--- config.mk ---
export PLATFORM = sky130hd
export DESIGN_NAME = axfr_regs
export DESIGN_NICKNAME = d
export VERILOG_FILES = /design/src/axfr_pkg.sv /design/src/axfr_stim_if.sv /design/src/axfr_selftest_gen.sv /design/src/axfr_regs.sv
export SDC_FILE = /design/constraint.sdc
export NUM_CORES = 1
export LEC_CHECK = 0
export BUFFER_PORTS_ARGS = -buffer_cell sky130_fd_sc_hd__buf_2
export CORE_ASPECT_RATIO = 0.75
export CORE_MARGIN = 2
export CORE_UTILIZATION = 55
export CTS_CLUSTER_DIAMETER = 120
export DETAILED_ROUTE_END_ITERATION = 6
export PLACE_DENSITY = 0.8
export SLEW_MARGIN = 20
export SYNTH_ARGS = -nofsm -noshare
export SYNTH_HDL_FRONTEND = slang
export SYNTH_SLANG_ARGS = --single-unit
--- constraint.sdc ---
create_clock -name mclk_i -period 1.9 [get_ports mclk_i]
set_input_delay 0.095 -clock mclk_i [delete_from_list [all_inputs] [get_ports mclk_i]]
set_output_delay 0.095 -clock mclk_i [all_outputs]
set_load 0.01 [all_outputs]
--- src/axfr_pkg.sv ---
package axfr_pkg;
  // -----------------------------------------------------------------
  // register offsets
  // -----------------------------------------------------------------
  localparam logic [7:0] KEY_ADDR = 8'h80;
  localparam logic [7:0] Y_AXIS_FILTER_CONFIG_ADDR = 8'h87;
  localparam logic [7:0] Z_SELFTEST_ADDR = 8'h88;
  localparam logic [7:0] Z_AXIS_FILTER_CONFIG_ADDR = 8'h89;
  localparam logic [7:0] X_LOW_ADDR = 8'h8a;
  localparam logic [7:0] X_HIGH_ADDR = 8'h8b;
  localparam logic [7:0] Y_LOW_ADDR = 8'h8c;
  localparam logic [7:0] Y_HIGH_ADDR = 8'h8d;
  localparam logic [7:0] Z_LOW_ADDR = 8'h8e;
  localparam logic [7:0] Z_HIGH_ADDR = 8'h8f;
  // -----------------------------------------------------------------
  // key values and reset values
  // -----------------------------------------------------------------
  localparam logic [7:0] KEY_FIRST = 8'hbc;
  localparam logic [7:0] KEY_SECOND = 8'h43;
  localparam logic [7:0] KEY_READBACK = 8'hbc;
  localparam logic [7:0] FILT_RESET = 8'h40;
  localparam logic [7:0] SELFTEST_RESET = 8'h00;
  // -----------------------------------------------------------------
  // field positions
  // -----------------------------------------------------------------
  localparam int HP_EN_BIT = 7;
  localparam int IIR_EN_BIT = 6;
  localparam int HP_CORNER_MSB = 5;
  localparam int HP_CORNER_LSB = 4;
  localparam int IIR_CORNER_MSB = 3;
  localparam int IIR_CORNER_LSB = 2;
  localparam int DEC_CORNER_MSB = 1;
  localparam int DEC_CORNER_LSB = 0;
  localparam int ST_SQUARE_BIT = 2;
  localparam int ST_POS_BIT = 1;
  localparam int ST_NEG_BIT = 0;
  localparam int SAMPLE_WIDTH = 14;
  localparam int AXES = 3;
  // -----------------------------------------------------------------
  // timing
  // -----------------------------------------------------------------
  localparam longint CLOCK_HZ = 10000000;
  localparam longint SQUARE_HZ = 100;
  localparam int SQUARE_HALF_CYCLES = int'(CLOCK_HZ / (2 * SQUARE_HZ));
  // -----------------------------------------------------------------
  // types
  // -----------------------------------------------------------------
  typedef enum logic [1:0] {
    AXFR_LOCKED = 2'b00,
    AXFR_HALF = 2'b01,
    AXFR_OPEN = 2'b10
  } axfr_lock_type;
  typedef enum logic [1:0] {
    AXFR_ST_NONE = 2'b00,
    AXFR_ST_POS = 2'b01,
    AXFR_ST_NEG = 2'b10
  } axfr_stim_type;
endpackage

--- src/axfr_stim_if.sv ---
`timescale 1ns/1ps
`default_nettype none
interface axfr_stim_if;
  logic [7:0] select;
  axfr_pkg::axfr_stim_type stim;
  modport ctrl (output select, input stim);
  modport gen (input select, output stim);
endinterface
`default_nettype wire

--- src/axfr_selftest_gen.sv ---
`timescale 1ns/1ps
`default_nettype none
module axfr_selftest_gen (
  input wire logic mclk_i,
  input wire logic reset_n_i,
  axfr_stim_if.gen st
);
  // -----------------------------------------------------------------
  // square wave timer
  // -----------------------------------------------------------------
  logic [19:0] count;
  logic phase;
  logic wrap;
  logic sq_only;
  logic pos_only;
  logic neg_only;
  assign wrap = (count == 20'(axfr_pkg::SQUARE_HALF_CYCLES - 1));
  assign sq_only = (st.select[2:0] == 3'h4);
  assign pos_only = (st.select[2:0] == 3'h2);
  assign neg_only = (st.select[2:0] == 3'h1);
  always_ff @(posedge mclk_i or negedge reset_n_i) begin
    if (!reset_n_i) begin
      count <= 20'h0_0000;
      phase <= 1'b0;
    end else if (!sq_only || wrap) begin
      count <= 20'h0_0000;
      phase <= sq_only ? ~phase : 1'b0;
    end else begin
      count <= count + 20'h0_0001;
    end
  end
  always_ff @(posedge mclk_i or negedge reset_n_i) begin
    if (!reset_n_i) begin
      st.stim <= axfr_pkg::AXFR_ST_NONE;
    end else if (pos_only || (sq_only && phase)) begin
      st.stim <= axfr_pkg::AXFR_ST_POS;
    end else if (neg_only || (sq_only && !phase)) begin
      st.stim <= axfr_pkg::AXFR_ST_NEG;
    end else begin
      st.stim <= axfr_pkg::AXFR_ST_NONE;
    end
  end
endmodule
`default_nettype wire

--- src/axfr_regs.sv ---
// Contract
// - bit 7 inserts high-pass, reset bypassed
// - bit 6 inserts IIR, reset active
// - bits 5:4 select high-pass corner
// - bits 3:2 select IIR corner
// - bits 1:0 select decimator corner
// - filter registers reset to 0x40
// - y filter 0x87, z filter 0x89
// - z self-test bits 2,1,0, reset zero
// - several test bits set: no stimulus
// - square-wave test at 100 Hz
// - positive or negative constant stimulus
// - 14-bit left-justified, low two zero
// - low byte six lsbs, high eight msbs
// - data bytes at 0x8A to 0x8F
// - writes ignored until key 0xBC,0x43
// - unlocked key reads 0xBC
`timescale 1ns/1ps
`default_nettype none
module axfr_regs (
  input wire logic mclk_i,
  input wire logic reset_n_i,
  input wire logic wr_en_i,
  input wire logic rd_en_i,
  input wire logic [7:0] addr_i,
  input wire logic [7:0] wdata_i,
  input wire logic [13:0] x_sample_i,
  input wire logic [13:0] y_sample_i,
  input wire logic [13:0] z_sample_i,
  output logic [7:0] rdata_o,
  output logic unlocked_o,
  output logic y_highpass_enable_o,
  output logic y_recursive_filter_enable_o,
  output logic [1:0] y_highpass_corner_sel_o,
  output logic [1:0] y_recursive_corner_sel_o,
  output logic [1:0] y_decimator_corner_sel_o,
  output logic z_highpass_enable_o,
  output logic z_recursive_filter_enable_o,
  output logic [1:0] z_highpass_corner_sel_o,
  output logic [1:0] z_recursive_corner_sel_o,
  output logic [1:0] z_decimator_corner_sel_o,
  output logic z_square_wave_test_en_o,
  output logic z_positive_static_test_en_o,
  output logic z_negative_static_test_en_o,
  output logic [1:0] z_stimulus_o
);
  // -----------------------------------------------------------------
  // storage
  // -----------------------------------------------------------------
  axfr_pkg::axfr_lock_type lock_state;
  axfr_pkg::axfr_lock_type next_lock_state;
  logic [7:0] y_axis_filter_config;
  logic [7:0] z_axis_filter_config;
  logic [7:0] z_axis_selftest_select;
  logic [7:0] held_high [axfr_pkg::AXES];
  logic [13:0] sample [axfr_pkg::AXES];
  logic [7:0] low_byte [axfr_pkg::AXES];
  logic [7:0] high_byte [axfr_pkg::AXES];
  logic [axfr_pkg::AXES-1:0] low_hit;
  logic [axfr_pkg::AXES-1:0] high_hit;
  logic open;
  logic key_wr;
  logic wr_y_axis_filter_config;
  logic wr_z_axis_filter_config;
  logic wr_z_st;
  logic [7:0] next_rdata;
  axfr_stim_if st_bus ();

  assign sample[0] = x_sample_i;
  assign sample[1] = y_sample_i;
  assign sample[2] = z_sample_i;

  // -----------------------------------------------------------------
  // write unlock sequence
  // -----------------------------------------------------------------
  assign key_wr = wr_en_i && (addr_i == axfr_pkg::KEY_ADDR);
  assign open = (lock_state == axfr_pkg::AXFR_OPEN);

  always_comb begin
    next_lock_state = lock_state;
    case (lock_state)
      axfr_pkg::AXFR_LOCKED: begin
        if (key_wr && wdata_i == axfr_pkg::KEY_FIRST) begin
          next_lock_state = axfr_pkg::AXFR_HALF;
        end
      end
      axfr_pkg::AXFR_HALF: begin
        if (key_wr && wdata_i == axfr_pkg::KEY_SECOND) begin
          next_lock_state = axfr_pkg::AXFR_OPEN;
        end else if (key_wr && wdata_i != axfr_pkg::KEY_FIRST) begin
          next_lock_state = axfr_pkg::AXFR_LOCKED;
        end else if (wr_en_i && !key_wr) begin
          next_lock_state = axfr_pkg::AXFR_LOCKED;
        end
      end
      axfr_pkg::AXFR_OPEN: begin
        next_lock_state = axfr_pkg::AXFR_OPEN;
      end
      default: begin
        next_lock_state = axfr_pkg::AXFR_LOCKED;
      end
    endcase
  end

  always_ff @(posedge mclk_i or negedge reset_n_i) begin
    if (!reset_n_i) begin
      lock_state <= axfr_pkg::AXFR_LOCKED;
    end else begin
      lock_state <= next_lock_state;
    end
  end

  // -----------------------------------------------------------------
  // write decode
  // -----------------------------------------------------------------
  // filter and self-test register decode
  assign wr_y_axis_filter_config = open && wr_en_i && (addr_i == axfr_pkg::Y_AXIS_FILTER_CONFIG_ADDR);
  assign wr_z_axis_filter_config = open && wr_en_i && (addr_i == axfr_pkg::Z_AXIS_FILTER_CONFIG_ADDR);
  assign wr_z_st = open && wr_en_i && (addr_i == axfr_pkg::Z_SELFTEST_ADDR);

  always_ff @(posedge mclk_i or negedge reset_n_i) begin
    if (!reset_n_i) begin
      y_axis_filter_config <= axfr_pkg::FILT_RESET;
    end else if (wr_y_axis_filter_config) begin
      y_axis_filter_config <= wdata_i;
    end
  end

  always_ff @(posedge mclk_i or negedge reset_n_i) begin
    if (!reset_n_i) begin
      z_axis_filter_config <= axfr_pkg::FILT_RESET;
    end else if (wr_z_axis_filter_config) begin
      z_axis_filter_config <= wdata_i;
    end
  end

  always_ff @(posedge mclk_i or negedge reset_n_i) begin
    if (!reset_n_i) begin
      z_axis_selftest_select <= axfr_pkg::SELFTEST_RESET;
    end else if (wr_z_st) begin
      z_axis_selftest_select <= wdata_i;
    end
  end

  // -----------------------------------------------------------------
  // sample formatting and coherent high byte
  // -----------------------------------------------------------------
  genvar a;
  generate
    for (a = 0; a < axfr_pkg::AXES; a++) begin : g_axis
      // six lsbs up, eight msbs high
      assign low_byte[a] = {sample[a][5:0], 2'b00};
      assign high_byte[a] = sample[a][13:6];
      assign low_hit[a] = (addr_i == 8'(axfr_pkg::X_LOW_ADDR + 8'(2 * a)));
      assign high_hit[a] = (addr_i == 8'(axfr_pkg::X_HIGH_ADDR + 8'(2 * a)));
      always_ff @(posedge mclk_i or negedge reset_n_i) begin
        if (!reset_n_i) begin
          held_high[a] <= 8'h00;
        end else if (rd_en_i && low_hit[a]) begin
          held_high[a] <= high_byte[a];
        end
      end
    end
  endgenerate

  // -----------------------------------------------------------------
  // read mux
  // -----------------------------------------------------------------
  // data bytes have no write path
  always_comb begin
    next_rdata = 8'h00;
    case (addr_i)
      axfr_pkg::KEY_ADDR: next_rdata = open ? axfr_pkg::KEY_READBACK : 8'h00;
      axfr_pkg::Y_AXIS_FILTER_CONFIG_ADDR: next_rdata = y_axis_filter_config;
      axfr_pkg::Z_SELFTEST_ADDR: next_rdata = z_axis_selftest_select;
      axfr_pkg::Z_AXIS_FILTER_CONFIG_ADDR: next_rdata = z_axis_filter_config;
      axfr_pkg::X_LOW_ADDR: next_rdata = low_byte[0];
      axfr_pkg::X_HIGH_ADDR: next_rdata = held_high[0];
      axfr_pkg::Y_LOW_ADDR: next_rdata = low_byte[1];
      axfr_pkg::Y_HIGH_ADDR: next_rdata = held_high[1];
      axfr_pkg::Z_LOW_ADDR: next_rdata = low_byte[2];
      axfr_pkg::Z_HIGH_ADDR: next_rdata = held_high[2];
      default: next_rdata = 8'h00;
    endcase
  end

  always_ff @(posedge mclk_i or negedge reset_n_i) begin
    if (!reset_n_i) begin
      rdata_o <= 8'h00;
    end else if (rd_en_i) begin
      rdata_o <= next_rdata;
    end
  end

  // -----------------------------------------------------------------
  // control outputs
  // -----------------------------------------------------------------
  always_ff @(posedge mclk_i or negedge reset_n_i) begin
    if (!reset_n_i) begin
      unlocked_o <= 1'b0;
      y_highpass_enable_o <= 1'b0;
      y_recursive_filter_enable_o <= 1'b1;
      y_highpass_corner_sel_o <= 2'h0;
      y_recursive_corner_sel_o <= 2'h0;
      y_decimator_corner_sel_o <= 2'h0;
      z_highpass_enable_o <= 1'b0;
      z_recursive_filter_enable_o <= 1'b1;
      z_highpass_corner_sel_o <= 2'h0;
      z_recursive_corner_sel_o <= 2'h0;
      z_decimator_corner_sel_o <= 2'h0;
      z_square_wave_test_en_o <= 1'b0;
      z_positive_static_test_en_o <= 1'b0;
      z_negative_static_test_en_o <= 1'b0;
      z_stimulus_o <= 2'h0;
    end else begin
      unlocked_o <= open;
      y_highpass_enable_o <= y_axis_filter_config[axfr_pkg::HP_EN_BIT];
      z_highpass_enable_o <= z_axis_filter_config[axfr_pkg::HP_EN_BIT];
      y_recursive_filter_enable_o <=
        y_axis_filter_config[axfr_pkg::IIR_EN_BIT];
      z_recursive_filter_enable_o <=
        z_axis_filter_config[axfr_pkg::IIR_EN_BIT];
      y_highpass_corner_sel_o <=
        y_axis_filter_config[axfr_pkg::HP_CORNER_MSB:axfr_pkg::HP_CORNER_LSB];
      z_highpass_corner_sel_o <=
        z_axis_filter_config[axfr_pkg::HP_CORNER_MSB:axfr_pkg::HP_CORNER_LSB];
      y_recursive_corner_sel_o <=
        y_axis_filter_config[axfr_pkg::IIR_CORNER_MSB:axfr_pkg::IIR_CORNER_LSB];
      z_recursive_corner_sel_o <=
        z_axis_filter_config[axfr_pkg::IIR_CORNER_MSB:axfr_pkg::IIR_CORNER_LSB];
      y_decimator_corner_sel_o <=
        y_axis_filter_config[axfr_pkg::DEC_CORNER_MSB:axfr_pkg::DEC_CORNER_LSB];
      z_decimator_corner_sel_o <=
        z_axis_filter_config[axfr_pkg::DEC_CORNER_MSB:axfr_pkg::DEC_CORNER_LSB];
      z_square_wave_test_en_o <=
        z_axis_selftest_select[axfr_pkg::ST_SQUARE_BIT];
      z_positive_static_test_en_o <=
        z_axis_selftest_select[axfr_pkg::ST_POS_BIT];
      z_negative_static_test_en_o <=
        z_axis_selftest_select[axfr_pkg::ST_NEG_BIT];
      z_stimulus_o <= st_bus.stim;
    end
  end

  // -----------------------------------------------------------------
  // self-test stimulus generator
  // -----------------------------------------------------------------
  assign st_bus.select = z_axis_selftest_select;

  axfr_selftest_gen u_selftest (
    .mclk_i(mclk_i),
    .reset_n_i(reset_n_i),
    .st(st_bus.gen)
  );
endmodule
`default_nettype wire

==> flow_summary.toml <==
[finish]
diodes = 0
fillers = 559
layout-drive-gt1-share_pct = 38.8
num-nets-final = 563
area_growth_pct = 26.1

[worst_hold_path]
worstHoldStart = "wr_en_i"
hold_path.class = "input port to flip-flop"

[grt]
antenna_found_initial = 0
grt_pass1_vias = 3748
grt_pass1_wl_mm = 19.6
grt_max_degree = 38
globalRouteTotalUtil_pct = 27.3
overflow = 0

[timing]
setup_viol_count_final = 0
period_share_pct = 93.2
rsz0062_at_grt = "false"
finalClockSkew_ns = 0.00864
fin_tns_setup_ns = 0
slew-limit-headroom_pct = 70.4
drv_slew = 0
hold_viol_final = 0
fmax_ghz = 0.564
min_period_ns = 1.77
worstMarginPinSlew_ns = 0.443

[die]
dieArea_um2 = 9310
die_h_um = 84.1
initial_core_util_pct = 56.1
num_rows = 29
ios = 92
core_area_um2 = 8380
chipWidth_um = 111

[yosys]
synth_cell_type_count = 64
synth_nets = 437
synth_edf_count = 0
syn_area_per_cell_um2 = 12.6
yosys-top-cells-area = "dfrtp_1 53%, mux2_2 11%, mux2_4 2.6%"
synth_compound_area_share_pct = 8.04
synthArstFlopShare_pct = 100
ys_seq_elements = 103
synth_top_family_by_area = "multiplexers"
yosysTopAreaCell = "dfrtp_1"
synth.top_cell.area_share_pct = 52.7
ys.flop_type = "dfrtp_1"
syn_inst = 374
synth_fa_ha_area_share_pct = 0.266
post_synth_mux_area_share_pct = 17.2
ys_seq_area_share_pct = 55.0
ys_warn_count = 0
synth_simple_gate_area_share_pct = 14.9
netlist_area_um2 = 4700
synthXorXnorAreaFrac_pct = 2.42

[clock_network]
clkTransAtPathRegs_ns = 0.07
clk_path_buf_depth = 2
clock-root-buffer = "clkbuf_16"
cts_tree = "built"
clock-sinks = 103
htreeDepth = 3
clk_latency_ns = 0.35
cts_buffers = 9

[critical_path]
crit_arrival_ns = 2.04
endpoint_kind = "flip-flop"
critPathMaxFanout = 4
critPathRequiredTime_ns = 2.17
crit_type = "flip-flop to flip-flop"
cp-startpoint = "u_selftest.count[0]"
r2r_start = "u_selftest.count[0]"
r2r_slack_ns = 0.13
cp-start-kind = "flip-flop"

[power]
switching_power_w = 0.00103
p_int_w = 0.00343
combPwrFrac_pct = 7.7
p_sw_share_pct = 23.1
fin_total_pwr_w = 0.00446
p_per_area_nw_per_um2 = 753
seq_power_share_pct = 50.0
peakVddDrop_v = 0.000487
leakagePower_nw = 2.88
clockPowerShare_pct = 42.3

[route]
ant_nets = 0
vias_per_cell = 6.15
drc_errors = 0
drt_iter0_markers = 340
wl_mm = 12.1
firstDrtPassIters = 5
num_vias = 3773
routedWlPerCell_um = 19.7

[job]
drv_cap = 0

[run_status]
status = "finished clean"

[placement]
hpwl_mm = 8.24
routabilityCongestion = 0.895
portBuffers = 91
-- cells in the mapped netlist, drive strengths merged (2+ instances only) --
| cell type | n |
|---|---|
| dfstp | 4 |
| nand4 | 10 |
| a22o | 3 |
| xor2 | 8 |
| nand2b | 7 |
| dfrtp | 99 |
| o22ai | 2 |
| clkbuf | 11 |
| and3 | 7 |
| nand3b | 5 |
| buf | 8 |
| nand2 | 14 |
| a21oi | 12 |
| a221oi | 2 |
| nor4 | 5 |
| nor4b | 4 |
| nor3 | 3 |
| o221ai | 6 |
| mux2i | 7 |
| nand3 | 11 |
| a211oi | 2 |
| nor2 | 21 |
| nor2b | 7 |
| o21ai | 6 |
| mux2 | 55 |
| and4 | 4 |
| and4b | 2 |
| a21boi | 2 |
| or3 | 6 |
| inv | 5 |
| xnor2 | 5 |
| and2 | 3 |
| mux4 | 4 |
-- power by group through the flow --
stage / Combinational, W / Sequential [W] / Clock (W)
2_1_floorplan: 0.000124 / 0.00227 / 0
3_3_place_gp: 0.000285 / 0.00227 / 0
3_5_place_dp: 0.000295 / 0.00227 / 0
4_1_cts: 0.000336 / 0.00223 / 0.00192
5_1_grt: 0.000372 / 0.00223 / 0.00201
6_report: 0.000344 / 0.00223 / 0.00189
-- state kept, by name, indices dropped and copies added, names as in the netlist, 2 cells and up --
signal                    count
y_axis_filter_config          8
z_stimulus_o                  2
u_selftest.count             20
y_decimator_corner_sel_o      2
rdata_o                       8
z_decimator_corner_sel_o      2
held_high                    24
lock_state                    2
z_recursive_corner_sel_o      2
z_axis_filter_config          8
u_selftest.st.stim            2
y_highpass_corner_sel_o       2
y_recursive_corner_sel_o      2
z_highpass_corner_sel_o       2
st_bus.select                 8
-- cells by family (layout without fill, tap and decap cells) --
kind of cell | count (synthesis) | in the layout
flops | 103 | 103
simple gates | 115 | 115
xor+xnor | 13 | 13
mux | 66 | 66
buf+inv | 24 | 155
fa+ha+maj | 1 | 1
compound gates | 52 | 52
-- per-stage QoR --
stage | utilization (%) | cells | area [µm²] | hold slack (ns) | worst slack (ns)
after floorplan | - | 374 | 4700 | -0.201 | 0.285
after global placement | 63.8 | 570 | 5350 | 0.0261 | 0.153
after detailed placement | 63.8 | 570 | 5350 | 0.0360 | 0.0859
after CTS | 70.5 | 611 | 5910 | 0.0572 | 0.0866
after global routing | 70.7 | 613 | 5920 | 0.0622 | 0.0342
final | 70.7 | 613 | 5920 | 0.0640 | 0.128
-- per-layer routing --
layer	share of wire, %	wire, µm	track usage (%)
met1	43	5180	38.1
met5	0	0	0
met3	7.9	956	6.90
met2	47	5670	42.6
met4	2.4	296	8.52
-- final timing paths --
kind	cells after the start	end
worst max-delay path	6	u_selftest.count[14]
worst min-delay path	3	lock_state[0]
worst max register to register	6	u_selftest.count[14]
worst min register to register	0	z_stimulus_o[0]
max in group asynchronous	3	z_recursive_filter_enable_o
min in group asynchronous	2	z_stimulus_o[0]
-- placed cells by master (no fill, tap or decap), types with 6 or more instances in the layout --
master | Yosys | final
nand3_1 | 10 | 10
or3_1 | 6 | 6
nor2_1 | 21 | 21
buf_2 | 6 | 90
nand2_1 | 14 | 14
nor2b_1 | 7 | 7
xor2_1 | 8 | 8
buf_4 | 0 | 17
clkbuf_16 | 0 | 9
mux2_4 | 8 | 8
mux2_2 | 47 | 47
a21oi_1 | 12 | 12
mux2i_1 | 7 | 7
nand2b_1 | 7 | 7
dlygate4sd3_1 | 0 | 25
dfrtp_1 | 99 | 99
nand4_1 | 10 | 10
o221ai_1 | 6 | 6
o21ai_0 | 6 | 6
-- area by class of cell --
cell class,instances,area (µm²),area share (%)
Tap cell,108,135,2.28
Timing Repair Buffer,134,868,14.7
Sequential cell,103,2580,43.6
Inverter,5,18.8,0.317
Clock buffer,10,229,3.86
Clock inverter,6,77.6,1.31
Multi-Input combinational cell,247,2010,34.0
-- critical path, cell delays in order, from the launching register on --
cell     delay (ns)
dfrtp_1        0.40
ha_1           0.21
and3_2         0.24
nand4_1        0.19
buf_4          0.20
or3_1          0.30
a21oi_1        0.15
-- timing repair --
| action | CTS | global route |
|---|---|---|
| endpoints found under the setup margin | 0 | 1 |
| hold buffers | 25 | 0 |
| setup buffers | 0 | 2 |
| gates resized for setup | 0 | 1 |
| endpoints found under the hold margin | 48 | 0 |
No activity file was read; power rests on OpenSTA's default activity.
